`config.mk`:
```
export PLATFORM = sky130hd
export DESIGN_NAME = irq_vectoring
export DESIGN_NICKNAME = d
export VERILOG_FILES = /design/src/pkg/irq_vec_pkg.sv /design/src/pkg/irq_req_if.sv /design/src/irq_prio_enc.sv /design/src/irq_vectoring.sv
export SDC_FILE = /design/constraint.sdc
export NUM_CORES = 1
export LEC_CHECK = 0
export BUFFER_PORTS_ARGS = -buffer_cell sky130_fd_sc_hd__buf_2
export CORE_ASPECT_RATIO = 0.5
export CORE_MARGIN = 2
export CORE_UTILIZATION = 35
export CTS_CLUSTER_SIZE = 10
export DETAILED_ROUTE_END_ITERATION = 6
export GPL_ROUTABILITY_DRIVEN = 0
export GPL_TIMING_DRIVEN = 1
export PLACE_DENSITY_LB_ADDON = 0.05
export SLEW_MARGIN = 0
export SYNTH_ARGS = -nofsm -noshare
export SYNTH_HDL_FRONTEND = slang
export SYNTH_HIERARCHICAL = 1
export SYNTH_SLANG_ARGS = --single-unit
export TNS_END_PERCENT = 10
```
`constraint.sdc`:
```
create_clock -name clock_i -period 4.17 [get_ports clock_i]
set_input_delay 1.0425 -clock clock_i [delete_from_list [all_inputs] [get_ports clock_i]]
set_output_delay 1.0425 -clock clock_i [all_outputs]
set_load 0.005 [all_outputs]
```
`src/pkg/irq_vec_pkg.sv`:
```
// package: vectors, source indices and register map of the interrupt vectoring block
package irq_vec_pkg;
    // source indices, priority order highest first among maskable sources
    localparam int unsigned SRC_PIN     = 0;
    localparam int unsigned SRC_CH0     = 1;
    localparam int unsigned SRC_CH1     = 2;
    localparam int unsigned SRC_WRAP    = 3;
    localparam int unsigned SRC_KEYPAD  = 4;
    localparam int unsigned SRC_CONV    = 5;
    localparam int unsigned NUM_SRC     = 6;

    // vector addresses (high byte address; low byte at the successor)
    localparam logic [15:0] VEC_RESET   = 16'hfffe;
    localparam logic [15:0] VEC_TRAP    = 16'hfffc;
    localparam logic [15:0] VEC_PIN     = 16'hfffa;
    localparam logic [15:0] VEC_CH0     = 16'hfff6;
    localparam logic [15:0] VEC_CH1     = 16'hfff4;
    localparam logic [15:0] VEC_WRAP    = 16'hfff2;
    localparam logic [15:0] VEC_KEYPAD  = 16'hffe0;
    localparam logic [15:0] VEC_CONV    = 16'hffde;

    // wishbone register byte offsets
    localparam logic [7:0]  OFS_STATUS  = 8'h00;
    localparam logic [7:0]  OFS_ENABLE  = 8'h04;
    localparam logic [7:0]  OFS_CLEAR   = 8'h08;
    localparam logic [7:0]  OFS_PENDING = 8'h0c;
    localparam logic [7:0]  OFS_LAST    = 8'h10;

    // status register field positions
    localparam int unsigned BIT_PIN     = 0;
    localparam int unsigned BIT_CH0     = 1;
    localparam int unsigned BIT_CH1     = 2;
    localparam int unsigned BIT_WRAP    = 3;
    localparam int unsigned BIT_KEYPAD  = 4;
    localparam int unsigned BIT_CONV    = 5;
    localparam int unsigned BIT_TRAP    = 6;

    // reset values
    localparam logic [6:0]  RST_STATUS  = 7'h00;
    localparam logic [6:0]  RST_ENABLE  = 7'h00;
    localparam logic [15:0] RST_LAST    = 16'h0000;
endpackage : irq_vec_pkg

```
`src/pkg/irq_req_if.sv`:
```
// interface: gated requests passed from the ranking logic to the arbiter
`timescale 1ns/1ps
interface irq_req_if #(parameter int unsigned N = 6);
    logic [N-1:0] req;
    logic         any;
    logic [2:0]   idx;
    modport src (output req, input any, input idx);
    modport arb (input req, output any, output idx);
endinterface : irq_req_if

```
`src/irq_prio_enc.sv`:
```
// module: fixed priority encoder, lowest index wins
`timescale 1ns/1ps
module irq_prio_enc #(
    parameter int unsigned N = 6
) (
    irq_req_if.arb  bus
);
    initial begin
        if (N < 1 || N > 8) begin
            $error("irq_prio_enc: N out of range");
        end
    end

    // scan from the lowest priority upward so the highest ranked one is left
    always_comb begin
        bus.any = 1'b0;
        bus.idx = 3'h0;
        for (int i = N - 1; i >= 0; i--) begin
            if (bus.req[i]) begin
                bus.any = 1'b1;
                bus.idx = 3'(i);
            end
        end
    end
endmodule : irq_prio_enc

```
`src/irq_vectoring.sv`:
```
// module: interrupt ranking, vectoring, return address and status flags
//
// Local design decisions: the Wishbone interface to the registers and the register offsets.
`timescale 1ns/1ps
module irq_vectoring #(
    parameter int unsigned ADDR_W = 8
) (
    // clock and reset
    input  wire logic        clock_i,
    input  wire logic        rst_n_i,
    // core handshake
    input  wire logic        boundary_i,
    input  wire logic        soft_trap_instruction_i,
    input  wire logic        global_mask_flag_i,
    input  wire logic        cpu_reset_req_i,
    input  wire logic [15:0] pc_i,
    output logic             take_o,
    output logic [15:0]      vector_o,
    output logic [15:0]      stack_pc_o,
    output logic             pin_ack_o,
    // peripheral sources
    input  wire logic        pin_latch_i,
    input  wire logic        pin_request_mask_i,
    input  wire logic        timer_ch0_flag_i,
    input  wire logic        timer_ch0_enable_i,
    input  wire logic        timer_ch1_flag_i,
    input  wire logic        timer_ch1_enable_i,
    input  wire logic        timer_wrap_flag_i,
    input  wire logic        timer_wrap_enable_i,
    input  wire logic        keypad_pending_flag_i,
    input  wire logic        keypad_request_mask_i,
    input  wire logic        conversion_done_flag_i,
    input  wire logic        conversion_irq_enable_i,
    output logic             irq_pending_flag_o,
    // wishbone slave
    input  wire logic              wb_cyc_i,
    input  wire logic              wb_stb_i,
    input  wire logic              wb_we_i,
    input  wire logic [ADDR_W-1:0] wb_adr_i,
    input  wire logic [3:0]        wb_sel_i,
    input  wire logic [31:0]       wb_dat_i,
    output logic [31:0]            wb_dat_o,
    output logic                   wb_ack_o,
    output logic                   wb_err_o,
    // event interrupt
    output logic             irq_o
);
    localparam int unsigned N = irq_vec_pkg::NUM_SRC;

    initial begin
        if (ADDR_W < 5 || ADDR_W > 8) begin
            $error("irq_vectoring: ADDR_W out of range");
        end
    end

    function automatic logic [15:0] vec_of(input logic [2:0] idx);
        case (idx)
            3'h0:    vec_of = irq_vec_pkg::VEC_PIN;
            3'h1:    vec_of = irq_vec_pkg::VEC_CH0;
            3'h2:    vec_of = irq_vec_pkg::VEC_CH1;
            3'h3:    vec_of = irq_vec_pkg::VEC_WRAP;
            3'h4:    vec_of = irq_vec_pkg::VEC_KEYPAD;
            default: vec_of = irq_vec_pkg::VEC_CONV;
        endcase
    endfunction : vec_of

    // gated source requests
    irq_req_if #(.N(N)) req_bus ();
    logic [N-1:0] pending;

    always_comb begin
        pending = '0;
        pending[irq_vec_pkg::SRC_PIN]    = pin_latch_i & ~pin_request_mask_i;
        pending[irq_vec_pkg::SRC_CH0]    = timer_ch0_flag_i & timer_ch0_enable_i;
        pending[irq_vec_pkg::SRC_CH1]    = timer_ch1_flag_i & timer_ch1_enable_i;
        pending[irq_vec_pkg::SRC_WRAP]   = timer_wrap_flag_i & timer_wrap_enable_i;
        pending[irq_vec_pkg::SRC_KEYPAD] = keypad_pending_flag_i & ~keypad_request_mask_i;
        pending[irq_vec_pkg::SRC_CONV]   = conversion_done_flag_i & conversion_irq_enable_i;
    end

    assign req_bus.req = pending;

    irq_prio_enc #(.N(N)) u_enc (
        .bus (req_bus.arb)
    );

    // raw pin latch shown whatever the pin mask says
    assign irq_pending_flag_o = pin_latch_i;

    // arbitration
    typedef enum logic [1:0] {SEL_NONE, SEL_RESET, SEL_TRAP, SEL_HW} sel_e;
    sel_e sel;

    always_comb begin
        sel = SEL_NONE;
        if (cpu_reset_req_i) begin
            sel = SEL_RESET;
        end else if (boundary_i && soft_trap_instruction_i) begin
            sel = SEL_TRAP;
        end else if (boundary_i && req_bus.any && !global_mask_flag_i) begin
            sel = SEL_HW;
        end
    end

    // vector and return address registers
    logic [15:0] vector_r;
    logic [15:0] stack_pc_r;
    logic        take_r;
    logic        pin_ack_r;

    always_ff @(posedge clock_i or negedge rst_n_i) begin
        if (!rst_n_i) begin
            vector_r   <= irq_vec_pkg::VEC_RESET;
            stack_pc_r <= irq_vec_pkg::RST_LAST;
            take_r     <= 1'b0;
            pin_ack_r  <= 1'b0;
        end else begin
            take_r    <= (sel != SEL_NONE);
            pin_ack_r <= 1'b0;
            case (sel)
                SEL_RESET: begin
                    vector_r   <= irq_vec_pkg::VEC_RESET;
                    stack_pc_r <= pc_i;
                end
                SEL_TRAP: begin
                    vector_r   <= irq_vec_pkg::VEC_TRAP;
                    stack_pc_r <= pc_i;
                end
                SEL_HW: begin
                    vector_r   <= vec_of(req_bus.idx);
                    stack_pc_r <= pc_i - 16'h0001;
                    // a pin vector fetch acknowledges the pin latch
                    pin_ack_r  <= (req_bus.idx == 3'(irq_vec_pkg::SRC_PIN));
                end
                SEL_NONE: begin
                    vector_r   <= vector_r;
                end
                default: begin
                    vector_r   <= vector_r;
                end
            endcase
        end
    end

    assign take_o     = take_r;
    assign vector_o   = vector_r;
    assign stack_pc_o = stack_pc_r;
    assign pin_ack_o  = pin_ack_r;

    // status flags: live mirror of pending sources plus sticky event copy
    logic [6:0] live_flags;
    logic [6:0] sticky_r;
    logic [6:0] enable_r;
    logic [6:0] clear_w;

    always_comb begin
        live_flags = '0;
        live_flags[irq_vec_pkg::BIT_PIN]    = pending[irq_vec_pkg::SRC_PIN];
        live_flags[irq_vec_pkg::BIT_CH0]    = pending[irq_vec_pkg::SRC_CH0];
        live_flags[irq_vec_pkg::BIT_CH1]    = pending[irq_vec_pkg::SRC_CH1];
        live_flags[irq_vec_pkg::BIT_WRAP]   = pending[irq_vec_pkg::SRC_WRAP];
        live_flags[irq_vec_pkg::BIT_KEYPAD] = pending[irq_vec_pkg::SRC_KEYPAD];
        live_flags[irq_vec_pkg::BIT_CONV]   = pending[irq_vec_pkg::SRC_CONV];
        live_flags[irq_vec_pkg::BIT_TRAP]   = (sel == SEL_TRAP);
    end

    // wishbone decode
    logic       wb_req;
    logic       hit;
    logic [7:0] ofs;

    assign wb_req = wb_cyc_i & wb_stb_i & ~wb_ack_o & ~wb_err_o;
    assign ofs    = 8'(wb_adr_i);
    assign hit    = (ofs == irq_vec_pkg::OFS_STATUS) || (ofs == irq_vec_pkg::OFS_ENABLE)
                 || (ofs == irq_vec_pkg::OFS_CLEAR) || (ofs == irq_vec_pkg::OFS_PENDING)
                 || (ofs == irq_vec_pkg::OFS_LAST);

    assign clear_w = (wb_req && wb_we_i && wb_sel_i[0] && ofs == irq_vec_pkg::OFS_CLEAR)
                   ? wb_dat_i[6:0] : 7'h00;

    // set wins over a clear in the same cycle
    always_ff @(posedge clock_i or negedge rst_n_i) begin
        if (!rst_n_i) begin
            sticky_r <= irq_vec_pkg::RST_STATUS;
        end else begin
            sticky_r <= (sticky_r & ~clear_w) | live_flags;
        end
    end

    always_ff @(posedge clock_i or negedge rst_n_i) begin
        if (!rst_n_i) begin
            enable_r <= irq_vec_pkg::RST_ENABLE;
        end else if (wb_req && wb_we_i && wb_sel_i[0] && ofs == irq_vec_pkg::OFS_ENABLE) begin
            enable_r <= wb_dat_i[6:0];
        end
    end

    // one wait-free answer: ack or err the cycle after the strobe
    always_ff @(posedge clock_i or negedge rst_n_i) begin
        if (!rst_n_i) begin
            wb_ack_o <= 1'b0;
            wb_err_o <= 1'b0;
            wb_dat_o <= 32'h0000_0000;
        end else begin
            wb_ack_o <= wb_req & hit;
            wb_err_o <= wb_req & ~hit;
            wb_dat_o <= 32'h0000_0000;
            if (wb_req && !wb_we_i) begin
                case (ofs)
                    irq_vec_pkg::OFS_STATUS:  wb_dat_o <= {25'h0, sticky_r};
                    irq_vec_pkg::OFS_ENABLE:  wb_dat_o <= {25'h0, enable_r};
                    irq_vec_pkg::OFS_PENDING: wb_dat_o <= {25'h0, live_flags};
                    irq_vec_pkg::OFS_LAST:    wb_dat_o <= {16'h0, vector_r};
                    default:                  wb_dat_o <= 32'h0000_0000;
                endcase
            end
        end
    end

    always_ff @(posedge clock_i or negedge rst_n_i) begin
        if (!rst_n_i) begin
            irq_o <= 1'b0;
        end else begin
            irq_o <= |(((sticky_r & ~clear_w) | live_flags) & enable_r);
        end
    end
endmodule : irq_vectoring

```
==> metrics.cfg, run 1 <==
[setup_path]
endpoint_kind=register
cp_data_required_time_ps=4350
crit-reg2reg-capture=irq_o$_DFF_PN0_
cp_max_fo=6
path_class=in2reg
regToRegSetupSlack_ps=2160
rr_startpoint=wb_err_o$_DFF_PN0_
start_kind=primary input
worstPathArrival_ps=3050
cp_slowest_cell=nor2b_1
rr_worst_depth=6
slowest_delay_ps=440
cp_cell_sequence=buf_2 > nor2b_1 > nor4_2 > nand2_1 > nor4b_2 > nand4_1 > nor3b_1 > xnor2_1 > a21oi_1

[routing]
dr.pass1.iters=4
routed_wirelength_mm=6.77
ant_nets=0
vias=2348
drt-initial-drc-count=123
avgViaCountPerCell=4.71
drc_errors=0
wire_per_inst_um=13.6

[sta]
fmax_mhz=348
slew-limit-headroom=0.582
hold_viol_final=0
drv_slew=0
hold_ws_ps=496
skew_ps=4.44
setup_slack_ps=1290
setup_viol=0
max_slew.worst_pin.slew_ps=623
setup_tns_ps=0
min_period_ps=2880
fin_crit_sh=0.690
rsz0062_at_grt=no

[outcome]
outcome=finished clean

[floorplan]
die_w_um=131
core_area_um2=7910
die-area_um2=8830
die_height_um=67.4
start_util=0.356
num_rows=23
io_pins=151

[cells_and_area]
antenna_cells=0
layout-area-overhead-vs-synth_pct=21.3
layout-drive-gt1-share=0.355
nNetsFinal=467
final.fill_count=800
fin_util=0.432

[synthesis]
synthFlopType=dfrtp_1
async_flop_share=1.00
synthesis.area_um2=2820
ys_types=46
synth_top_area_share=0.382
synth_largest_area_cell=dfrtp_1
syn_inst=298
syn_area_per_cell_um2=9.46
synth-seq-cells=48
yosysWarnings=6
ys_seq_area_frac=0.429
synth_edf_count=0
synth.area.top_cells=dfrtp_1 (38%), buf_4 (9.9%), dfstp_2 (4.7%), a21oi_1 (4.4%), nor2_1 (4.0%)

[global_route]
antenna_found_initial=0
grt_pass1_wl_mm=10.6
grt.total_usage=0.158
grt_pass1_vias=2132
gr-total-overflow=0
grt_max_degree=26

[cts]
cts_sinks=48
tritoncts=yes
hold_buffers=0
path_clk_slew_ps=70
cts_max_level=2
root_buffer=clkbuf_16
worstSkewPairLatency_ps=290
cts_resized=0
cts_buffers=5
cts_setup_buffers=0
clock_path_buffers=2

[place]
post-dp-hpwl_mm=5.10
io_buffers=95
dp_slack_ps=960

[worst_hold_path]
hold_path.class=reg2reg
min_path_cells=2
whs_endpoint=sticky_r[2]$_DFF_PN0_
hp-start=sticky_r[2]$_DFF_PN0_

[pwr]
peakVddDrop_v=0.000149
leakagePower_nw=1.61
power.total_mw=1.11
p_per_area_nw_per_um2=325

[flow_run]
cap_violations=0

[layout by cell type, fill, tap and decap left out, types with 6 or more instances in the layout]
master,n
mux2_4,7
dfrtp_1,43
nor3_1,7
xor2_1,6
inv_1,9
nand2_1,28
a31oi_1,6
conb_1,27
o21ai_0,10
a21oi_1,25
buf_2,95
nor2_1,30
xnor2_1,11
[power by group]
| group | internal (mW) | switching [mW] | total (mW) |
|---|---|---|---|
| logic | 0.0644 | 0.0862 | 0.151 |
| clock network | 0.283 | 0.179 | 0.462 |
| registers | 0.487 | 0.0103 | 0.497 |
| total | 0.834 | 0.276 | 1.11 |
[layer usage]
| metal | up-vias | GRT usage | part of all wire |
|---|---|---|---|
| met3 | 2 | 0.0388 | 0.064 |
| met1 | 1088 | 0.209 | 0.47 |
| met2 | 96 | 0.265 | 0.47 |
| met4 | 0 | 0.0319 | 0.0024 |
| met5 | - | 0 | 0 |
| li1 | 1162 | - | - |
[worst max-delay path, delay by kind of cell]
family / cells / cell delay (ps)
AOI/OAI and AO/OA: 1 / 80
buffers and inverters: 1 / 80
and+or+nand+nor: 6 / 1700
xor gates and xnor gates: 1 / 150
[per-stage QoR]
step	cells	instance area [um2]
4_1_cts	498	3420
5_1_grt	498	3420
3_5_place_dp	490	3250
2_1_floorplan	323	2910
3_3_place_gp	490	3250
6_report	498	3420
[sequential cells by signal, summed over array words and instances (netlist names), 5 cells and up]
register / flops
stack_pc_o: 16
enable_r: 7
vector_o: 5
wb_dat_o: 8
sticky_r: 7
[synthesized netlist by cell type, types with 2 or more instances]
library cell,number
a31oi_1,6
inv_1,9
o21ai_0,10
nor4_2,2
a21oi_1,25
and3_1,2
xor2_1,6
a222oi_1,5
nor4_1,5
nor3b_1,3
clkbuf_1,5
nand4b_1,2
nand4_1,3
nand3_1,5
dfrtp_1,43
nor2_1,30
buf_1,2
nor3_1,7
or2_2,5
buf_4,37
mux2_4,7
nand2b_1,3
nor2b_1,3
mux2_2,5
xnor2_1,11
conb_1,2
a21boi_0,3
dfstp_2,5
a221oi_1,2
nand2_1,28
or4_1,2
[area by class of cell]
type / instances / area, um2 / area share
multi-input cells: 222 / 1370 / 0.400
flip-flops and latches: 48 / 1210 / 0.353
repair buffers: 99 / 505 / 0.148
well taps: 112 / 140 / 0.0410
clock buffers: 6 / 129 / 0.0377
clock inverters: 2 / 35.0 / 0.0103
inverters: 9 / 33.8 / 0.00989
[worst max path at each step]
stage / start / to / slack (ps) / cells after the start
2_1_floorplan: pin_latch_i / stack_pc_o[10]$_DFFE_PN0P_ / 1360 / 10
3_3_place_gp: pin_latch_i / stack_pc_o[15]$_DFFE_PN0P_ / 1010 / 9
3_5_place_dp: pin_latch_i / stack_pc_o[15]$_DFFE_PN0P_ / 960 / 9
4_1_cts: pin_latch_i / stack_pc_o[15]$_DFFE_PN0P_ / 1260 / 9
5_1_grt: pin_latch_i / stack_pc_o[15]$_DFFE_PN0P_ / 990 / 9
6_report: pin_latch_i / stack_pc_o[15]$_DFFE_PN0P_ / 1290 / 9
[cell families (layout without fill, tap and decap cells)]
logic type,count (synthesis),count (layout),share of synthesized area
AND/OR/NAND/NOR,111,111,0.220
flip-flops,48,48,0.429
multiplexers,12,12,0.0573
other,2,27,0.00267
buffers and inverters,53,116,0.120
AO/OA/AOI/OAI,54,54,0.115
XOR/XNOR,17,17,0.0528
adder cells (fa/ha/maj),1,1,0.00444
Power figures use the tool's default switching activity.
==> inputs of run 2 (changes only) <==
==> constraint.sdc (replaced) <==
create_clock -name clock_i -period 2.6 [get_ports clock_i]
set_input_delay 0.65 -clock clock_i [delete_from_list [all_inputs] [get_ports clock_i]]
set_output_delay 0.65 -clock clock_i [all_outputs]
set_load 0.005 [all_outputs]
==> run 2 against run 1 <==
Against the previous run:
- critical path type unchanged
- clock-buffer cell count is the same
- core utilization grew 1.0 points
- highest routed layer unchanged
- first-iteration DRC count shrank 24%
- clock power grew 43%
- flip-flop and latch count is the same
- clock skew shrank 1.5 ps
- worst hold slack lost 34 ps
==> metrics.cfg, run 2 (synthesis gave the netlist of run 1 again) <==
[routing]
dr.pass1.iters=5  ; +1
avgViaCountPerCell=4.65  ; -1.3%
drt-initial-drc-count=93  ; -24%
drc_errors=0  ; unchanged
ant_nets=0  ; unchanged
vias=2378  ; +1.3%
routed_wirelength_mm=6.86  ; +1.4%
wire_per_inst_um=13.4  ; -1.2%

[pwr]
p_per_area_nw_per_um2=489  ; +50%
power.total_mw=1.71  ; +54%
peakVddDrop_v=0.000237  ; +60%
leakagePower_nw=1.68  ; +3.9%

[setup_path]
cp_cell_sequence=buf_2 > or4_4 > nor4_2 > buf_4 > a31oi_1 > nor4_1 > buf_4 > nand4_1
cp_data_required_time_ps=2760  ; -1590 ps
cp_common_cell=buf_4
slowest_delay_ps=540  ; +100 ps
endpoint_kind=register
cp_slowest_cell=or4_4
path_class=in2reg
cp_max_fo=10  ; +4
worstPathArrival_ps=2570  ; -480 ps
start_kind=primary input

[sta]
setup_slack_ps=188  ; -1110 ps
max_slew.worst_pin.slew_ps=656  ; +33.0 ps
rsz0062_at_grt=no
skew_ps=2.98  ; -1.46 ps
fin_crit_sh=0.928
setup_viol=0  ; unchanged
drv_slew=0  ; unchanged
hold_viol_final=0  ; unchanged
fmax_mhz=415
hold_ws_ps=463  ; -33.8 ps
slew-limit-headroom=0.559  ; -0.0221
setup_tns_ps=0  ; unchanged
min_period_ps=2410

[floorplan]
die_height_um=67.4  ; unchanged
die-area_um2=8830  ; unchanged
io_pins=151  ; unchanged
core_area_um2=7910  ; unchanged
num_rows=23  ; unchanged
die_w_um=131  ; unchanged
start_util=0.356  ; unchanged

[cells_and_area]
nNetsFinal=480  ; +2.8%
layout_common_cells=buf_2 (95), dfrtp_1 (43), nor2_1 (30), nand2_1 (28), conb_1 (27)
largest_reg_flops=16  ; unchanged
layout-area-overhead-vs-synth_pct=24.2
layout-drive-gt1-share=0.378  ; +0.0235
layout_commonest_cell=buf_2
antenna_cells=0  ; unchanged
design_area_um2=3500  ; +2.4%

[place]
dp_slack_ps=-96.7  ; -1060 ps
post-dp-hpwl_mm=5.12  ; +0.31%
io_buffers=95  ; unchanged
place_area_um2=3350  ; +3.0%

[cts]
cts_buffers=5  ; unchanged
tritoncts=yes
cts_resized=0  ; unchanged
root_buffer=clkbuf_16
cts_setup_buffers=0  ; unchanged
cts_max_level=2  ; unchanged
clock_path_buffers=2  ; unchanged
path_clk_slew_ps=60  ; about the same
cts_sinks=48  ; unchanged
worstSkewPairLatency_ps=290  ; about the same
hold_buffers=0  ; unchanged

[global_route]
grt_pass1_vias=2228  ; +4.5%
gr-total-overflow=0  ; unchanged
grt.total_usage=0.159  ; +0.00179
grt_pass1_wl_mm=10.7  ; +0.59%
antenna_found_initial=0  ; unchanged
grt_max_degree=49  ; +88%

[worst_hold_path]
hold_path.class=in2async

[flow_run]
cap_violations=0  ; unchanged

[outcome]
outcome=finished clean

-- run 2: cell types whose count changed in the layout (fill, tap and decap cells not counted), sizes merged --
cell	before	now
buf	99	112
clkinv	1	2
bufinv	1	0
-- run 2: through the flow --
stage,util,instances
2_1_floorplan,-,323
3_3_place_gp,0.423,503
3_5_place_dp,0.423,503
4_1_cts,0.442,511
5_1_grt,0.442,511
6_report,0.442,511
-- run 2: final timing paths --
kind | start | endpoint | slack [ps] | depth (start not counted)
max in group asynchronous | rst_n_i | wb_err_o$_DFF_PN0_ | 1700 | 2
max reg2reg | wb_err_o$_DFF_PN0_ | irq_o$_DFF_PN0_ | 480 | 7
min | rst_n_i | stack_pc_o[11]$_DFFE_PN0P_ | 460 | 2
min in group clock_i | sticky_r[5]$_DFF_PN0_ | sticky_r[5]$_DFF_PN0_ | 500 | 2
min reg2reg | sticky_r[5]$_DFF_PN0_ | sticky_r[5]$_DFF_PN0_ | 500 | 2
max | wb_adr_i[1] | irq_o$_DFF_PN0_ | 190 | 8
-- run 2: where the power goes --
part | total (mW) | internal [mW] | switching (mW)
combinational | 0.251 | 0.111 | 0.140
clock | 0.661 | 0.380 | 0.281
sequential | 0.798 | 0.781 | 0.0167
-- run 2: area by class of cell --
cell class / instances / area (um2)
repair buffers: 112 / 603
well taps: 112 / 140
multi-input cells: 222 / 1370
fillers: 794 / 4410
clock buffers: 6 / 139
clock inverters: 2 / 10.0
inverters: 9 / 33.8
flip-flops and latches: 48 / 1210
-- run 2: worst max-delay path, delay by kind of cell --
kind                   cells  cell delay (ps)
buffers and inverters      3              500
AND/OR/NAND/NOR            4             1300
AO/OA/AOI/OAI              1              110
-- run 2: metal layers --
| metal | track usage | wire length (um) |
|---|---|---|
| met4 | 0.0372 | 51 |
| met1 | 0.204 | 3150 |
| met2 | 0.272 | 3190 |
| met3 | 0.0444 | 465 |
| met5 | 0 | 0 |
==> inputs of run 3 (changes only) <==
--- a/config.mk
+++ b/config.mk
@@ -8,7 +8,7 @@
 export BUFFER_PORTS_ARGS = -buffer_cell sky130_fd_sc_hd__buf_2
 export CORE_ASPECT_RATIO = 0.5
 export CORE_MARGIN = 2
-export CORE_UTILIZATION = 35
+export CORE_UTILIZATION = 41
 export CTS_CLUSTER_SIZE = 10
 export DETAILED_ROUTE_END_ITERATION = 6
 export GPL_ROUTABILITY_DRIVEN = 0
==> run 3 against run 2 <==
Against the previous run:
- critical path depth is 1 lower
- setup slack better by 140 ps
- sequential power about the same
- via count rose by 0.71%
- highest routed layer unchanged
- fmax rose by 6.0%
==> metrics.cfg, run 3 (synthesis gave the netlist of run 1 again) <==
[sta]
setup_viol=0  ; unchanged
slew-limit-headroom=0.588  ; +0.0280
setup_tns_ps=0  ; unchanged
min_period_ps=2270  ; -137 ps
skew_ps=4.41  ; +1.43 ps
drv_slew=0  ; unchanged
hold_viol_final=0  ; unchanged
fin_crit_sh=0.875  ; -0.0526
rsz0062_at_grt=no
fmax_mhz=440  ; +6.0%
max_slew.worst_pin.slew_ps=615  ; -41.8 ps

[place]
io_buffers=95  ; unchanged
dp_cells=480  ; -4.6%
place_area_um2=3300  ; -1.4%
post-dp-hpwl_mm=5.10  ; -0.29%

[cells_and_area]
fin_util=0.519  ; +0.0773
design_area_um2=3470  ; -0.93%
layout-drive-gt1-share=0.371  ; -0.00723
antenna_cells=0  ; unchanged
layout-area-overhead-vs-synth_pct=23.0
nNetsFinal=477  ; -0.63%
largest_reg_flops=16  ; unchanged
layout_common_cells=buf_2 (95), dfrtp_1 (43), nor2_1 (30), nand2_1 (28), conb_1 (27)
final_cells=488  ; -4.5%
layout_commonest_cell=buf_2

[outcome]
outcome=finished clean

[routing]
wl_met2_mm=2.98  ; -6.5%
routed_wirelength_mm=6.59  ; -4.0%
dr.pass1.iters=5  ; unchanged
ant_nets=0  ; unchanged
avgViaCountPerCell=4.91  ; +5.5%
drc_errors=0  ; unchanged
route.met3.wl_um=550  ; +18%
drt-initial-drc-count=110  ; +18%
vias=2395  ; +0.71%
top_layer=met4
met1_length_mm=3.00  ; -4.9%
wire_per_inst_um=13.5  ; +0.53%

[floorplan]
core_area_um2=6670  ; -16%
num_rows=21  ; -8.7%
die_height_um=62.6  ; -7.2%
io_pins=151  ; unchanged
die_w_um=121  ; -7.4%
start_util=0.422  ; +0.0661
die-area_um2=7590  ; -14%

[pwr]
peakVddDrop_v=0.000251  ; +5.9%
clkPwrFrac=0.409  ; +0.022
netSwitchingPower_mw=0.431  ; -1.5%
p_seq_frac=0.450  ; -0.017
p_int_mw=1.34  ; +5.7%
leakagePower_nw=1.67  ; -0.67%
pwr-share-comb=0.140  ; -0.007
p_per_area_nw_per_um2=512  ; +4.8%
swShare=0.243  ; -0.0132
power.total_mw=1.78  ; +3.8%

[cts]
path_clk_slew_ps=60  ; about the same
cts_max_level=2  ; unchanged
clock_path_buffers=2  ; unchanged
cts_setup_buffers=0  ; unchanged
worstSkewPairLatency_ps=290  ; about the same
root_buffer=clkbuf_16
tritoncts=yes
cts_resized=0  ; unchanged
cts_buffers=5  ; unchanged
hold_buffers=0  ; unchanged
cts_sinks=48  ; unchanged

[flow_run]
cap_violations=0  ; unchanged

[setup_path]
cp_max_fo=11  ; +1
path_class=in2reg
cp_data_required_time_ps=2750  ; about the same
start_kind=primary input
endpoint_kind=register
worstPathArrival_ps=2430  ; -140 ps

[global_route]
antenna_found_initial=0  ; unchanged
grt_pass1_wl_mm=10.6  ; -0.20%
grt_max_degree=28  ; -43%
grt.total_usage=0.178  ; +0.0185
gr-total-overflow=0  ; unchanged
grt_pass1_vias=2280  ; +2.3%

[worst_hold_path]
hold_path.class=in2async

## run 3: cell count changes in the layout (fill, tap and decap cells not counted)
| cell | previous run | this run |
|---|---|---|
| buf_4 | 17 | 14 |
| clkbuf_8 | 1 | 0 |
| bufinv_16 | 0 | 1 |
| clkinv_2 | 2 | 1 |
| clkbuf_1 | 0 | 1 |
## run 3: area by class of cell
class,count,area (um2)
clock buffers,6,129
clock inverters,2,35.0
fillers,624,3210
inverters,9,33.8
multi-input cells,222,1370
flip-flops and latches,48,1210
well taps,92,115
repair buffers,109,581
## run 3: per-stage QoR
step	hold WS, ps	worst slack [ps]
floorplan	354	186
global placement	479	27.7
CTS	383	294
global route	415	23.0
finish	359	325
detailed placement	494	-0.555
## run 3: path summary, 6_finish.rpt
check / startpoint / end / slack, ps / depth (start not counted)
min reg2reg: stack_pc_o[7]$_DFFE_PN0P_ / stack_pc_o[7]$_DFFE_PN0P_ / 500 / 1
min: rst_n_i / stack_pc_o[13]$_DFFE_PN0P_ / 360 / 1
min in group clock_i: stack_pc_o[7]$_DFFE_PN0P_ / stack_pc_o[7]$_DFFE_PN0P_ / 500 / 1
max in group asynchronous: rst_n_i / vector_o[3]$_DFFE_PN1P_ / 1560 / 2
max reg2reg: wb_err_o$_DFF_PN0_ / irq_o$_DFF_PN0_ / 600 / 6
max: wb_adr_i[1] / irq_o$_DFF_PN0_ / 330 / 7
## run 3: metal layers
layer / global-route usage / vias up
li1: - / 1171
met1: 0.226 / 1104
met2: 0.308 / 115
met3: 0.0411 / 5
met4: 0.0445 / 0
met5: 0 / -
## run 3: power by group through the flow
stage / Combinational [mW] / Clock [mW] / Sequential [mW]
5_1_grt: 0.280 / 0.788 / 0.803
3_5_place_dp: 0.251 / 0 / 0.812
4_1_cts: 0.252 / 0.751 / 0.800
6_report: 0.249 / 0.727 / 0.800
2_1_floorplan: 0.141 / 0 / 0.814
3_3_place_gp: 0.246 / 0 / 0.812
## run 3: worst max-delay path, cell delays in order
cell     delay, ps
buf_2          100
or4_4          550
nor4_2         270
buf_4          230
a31oi_1        100
nor4_1         380
nand4_1        140
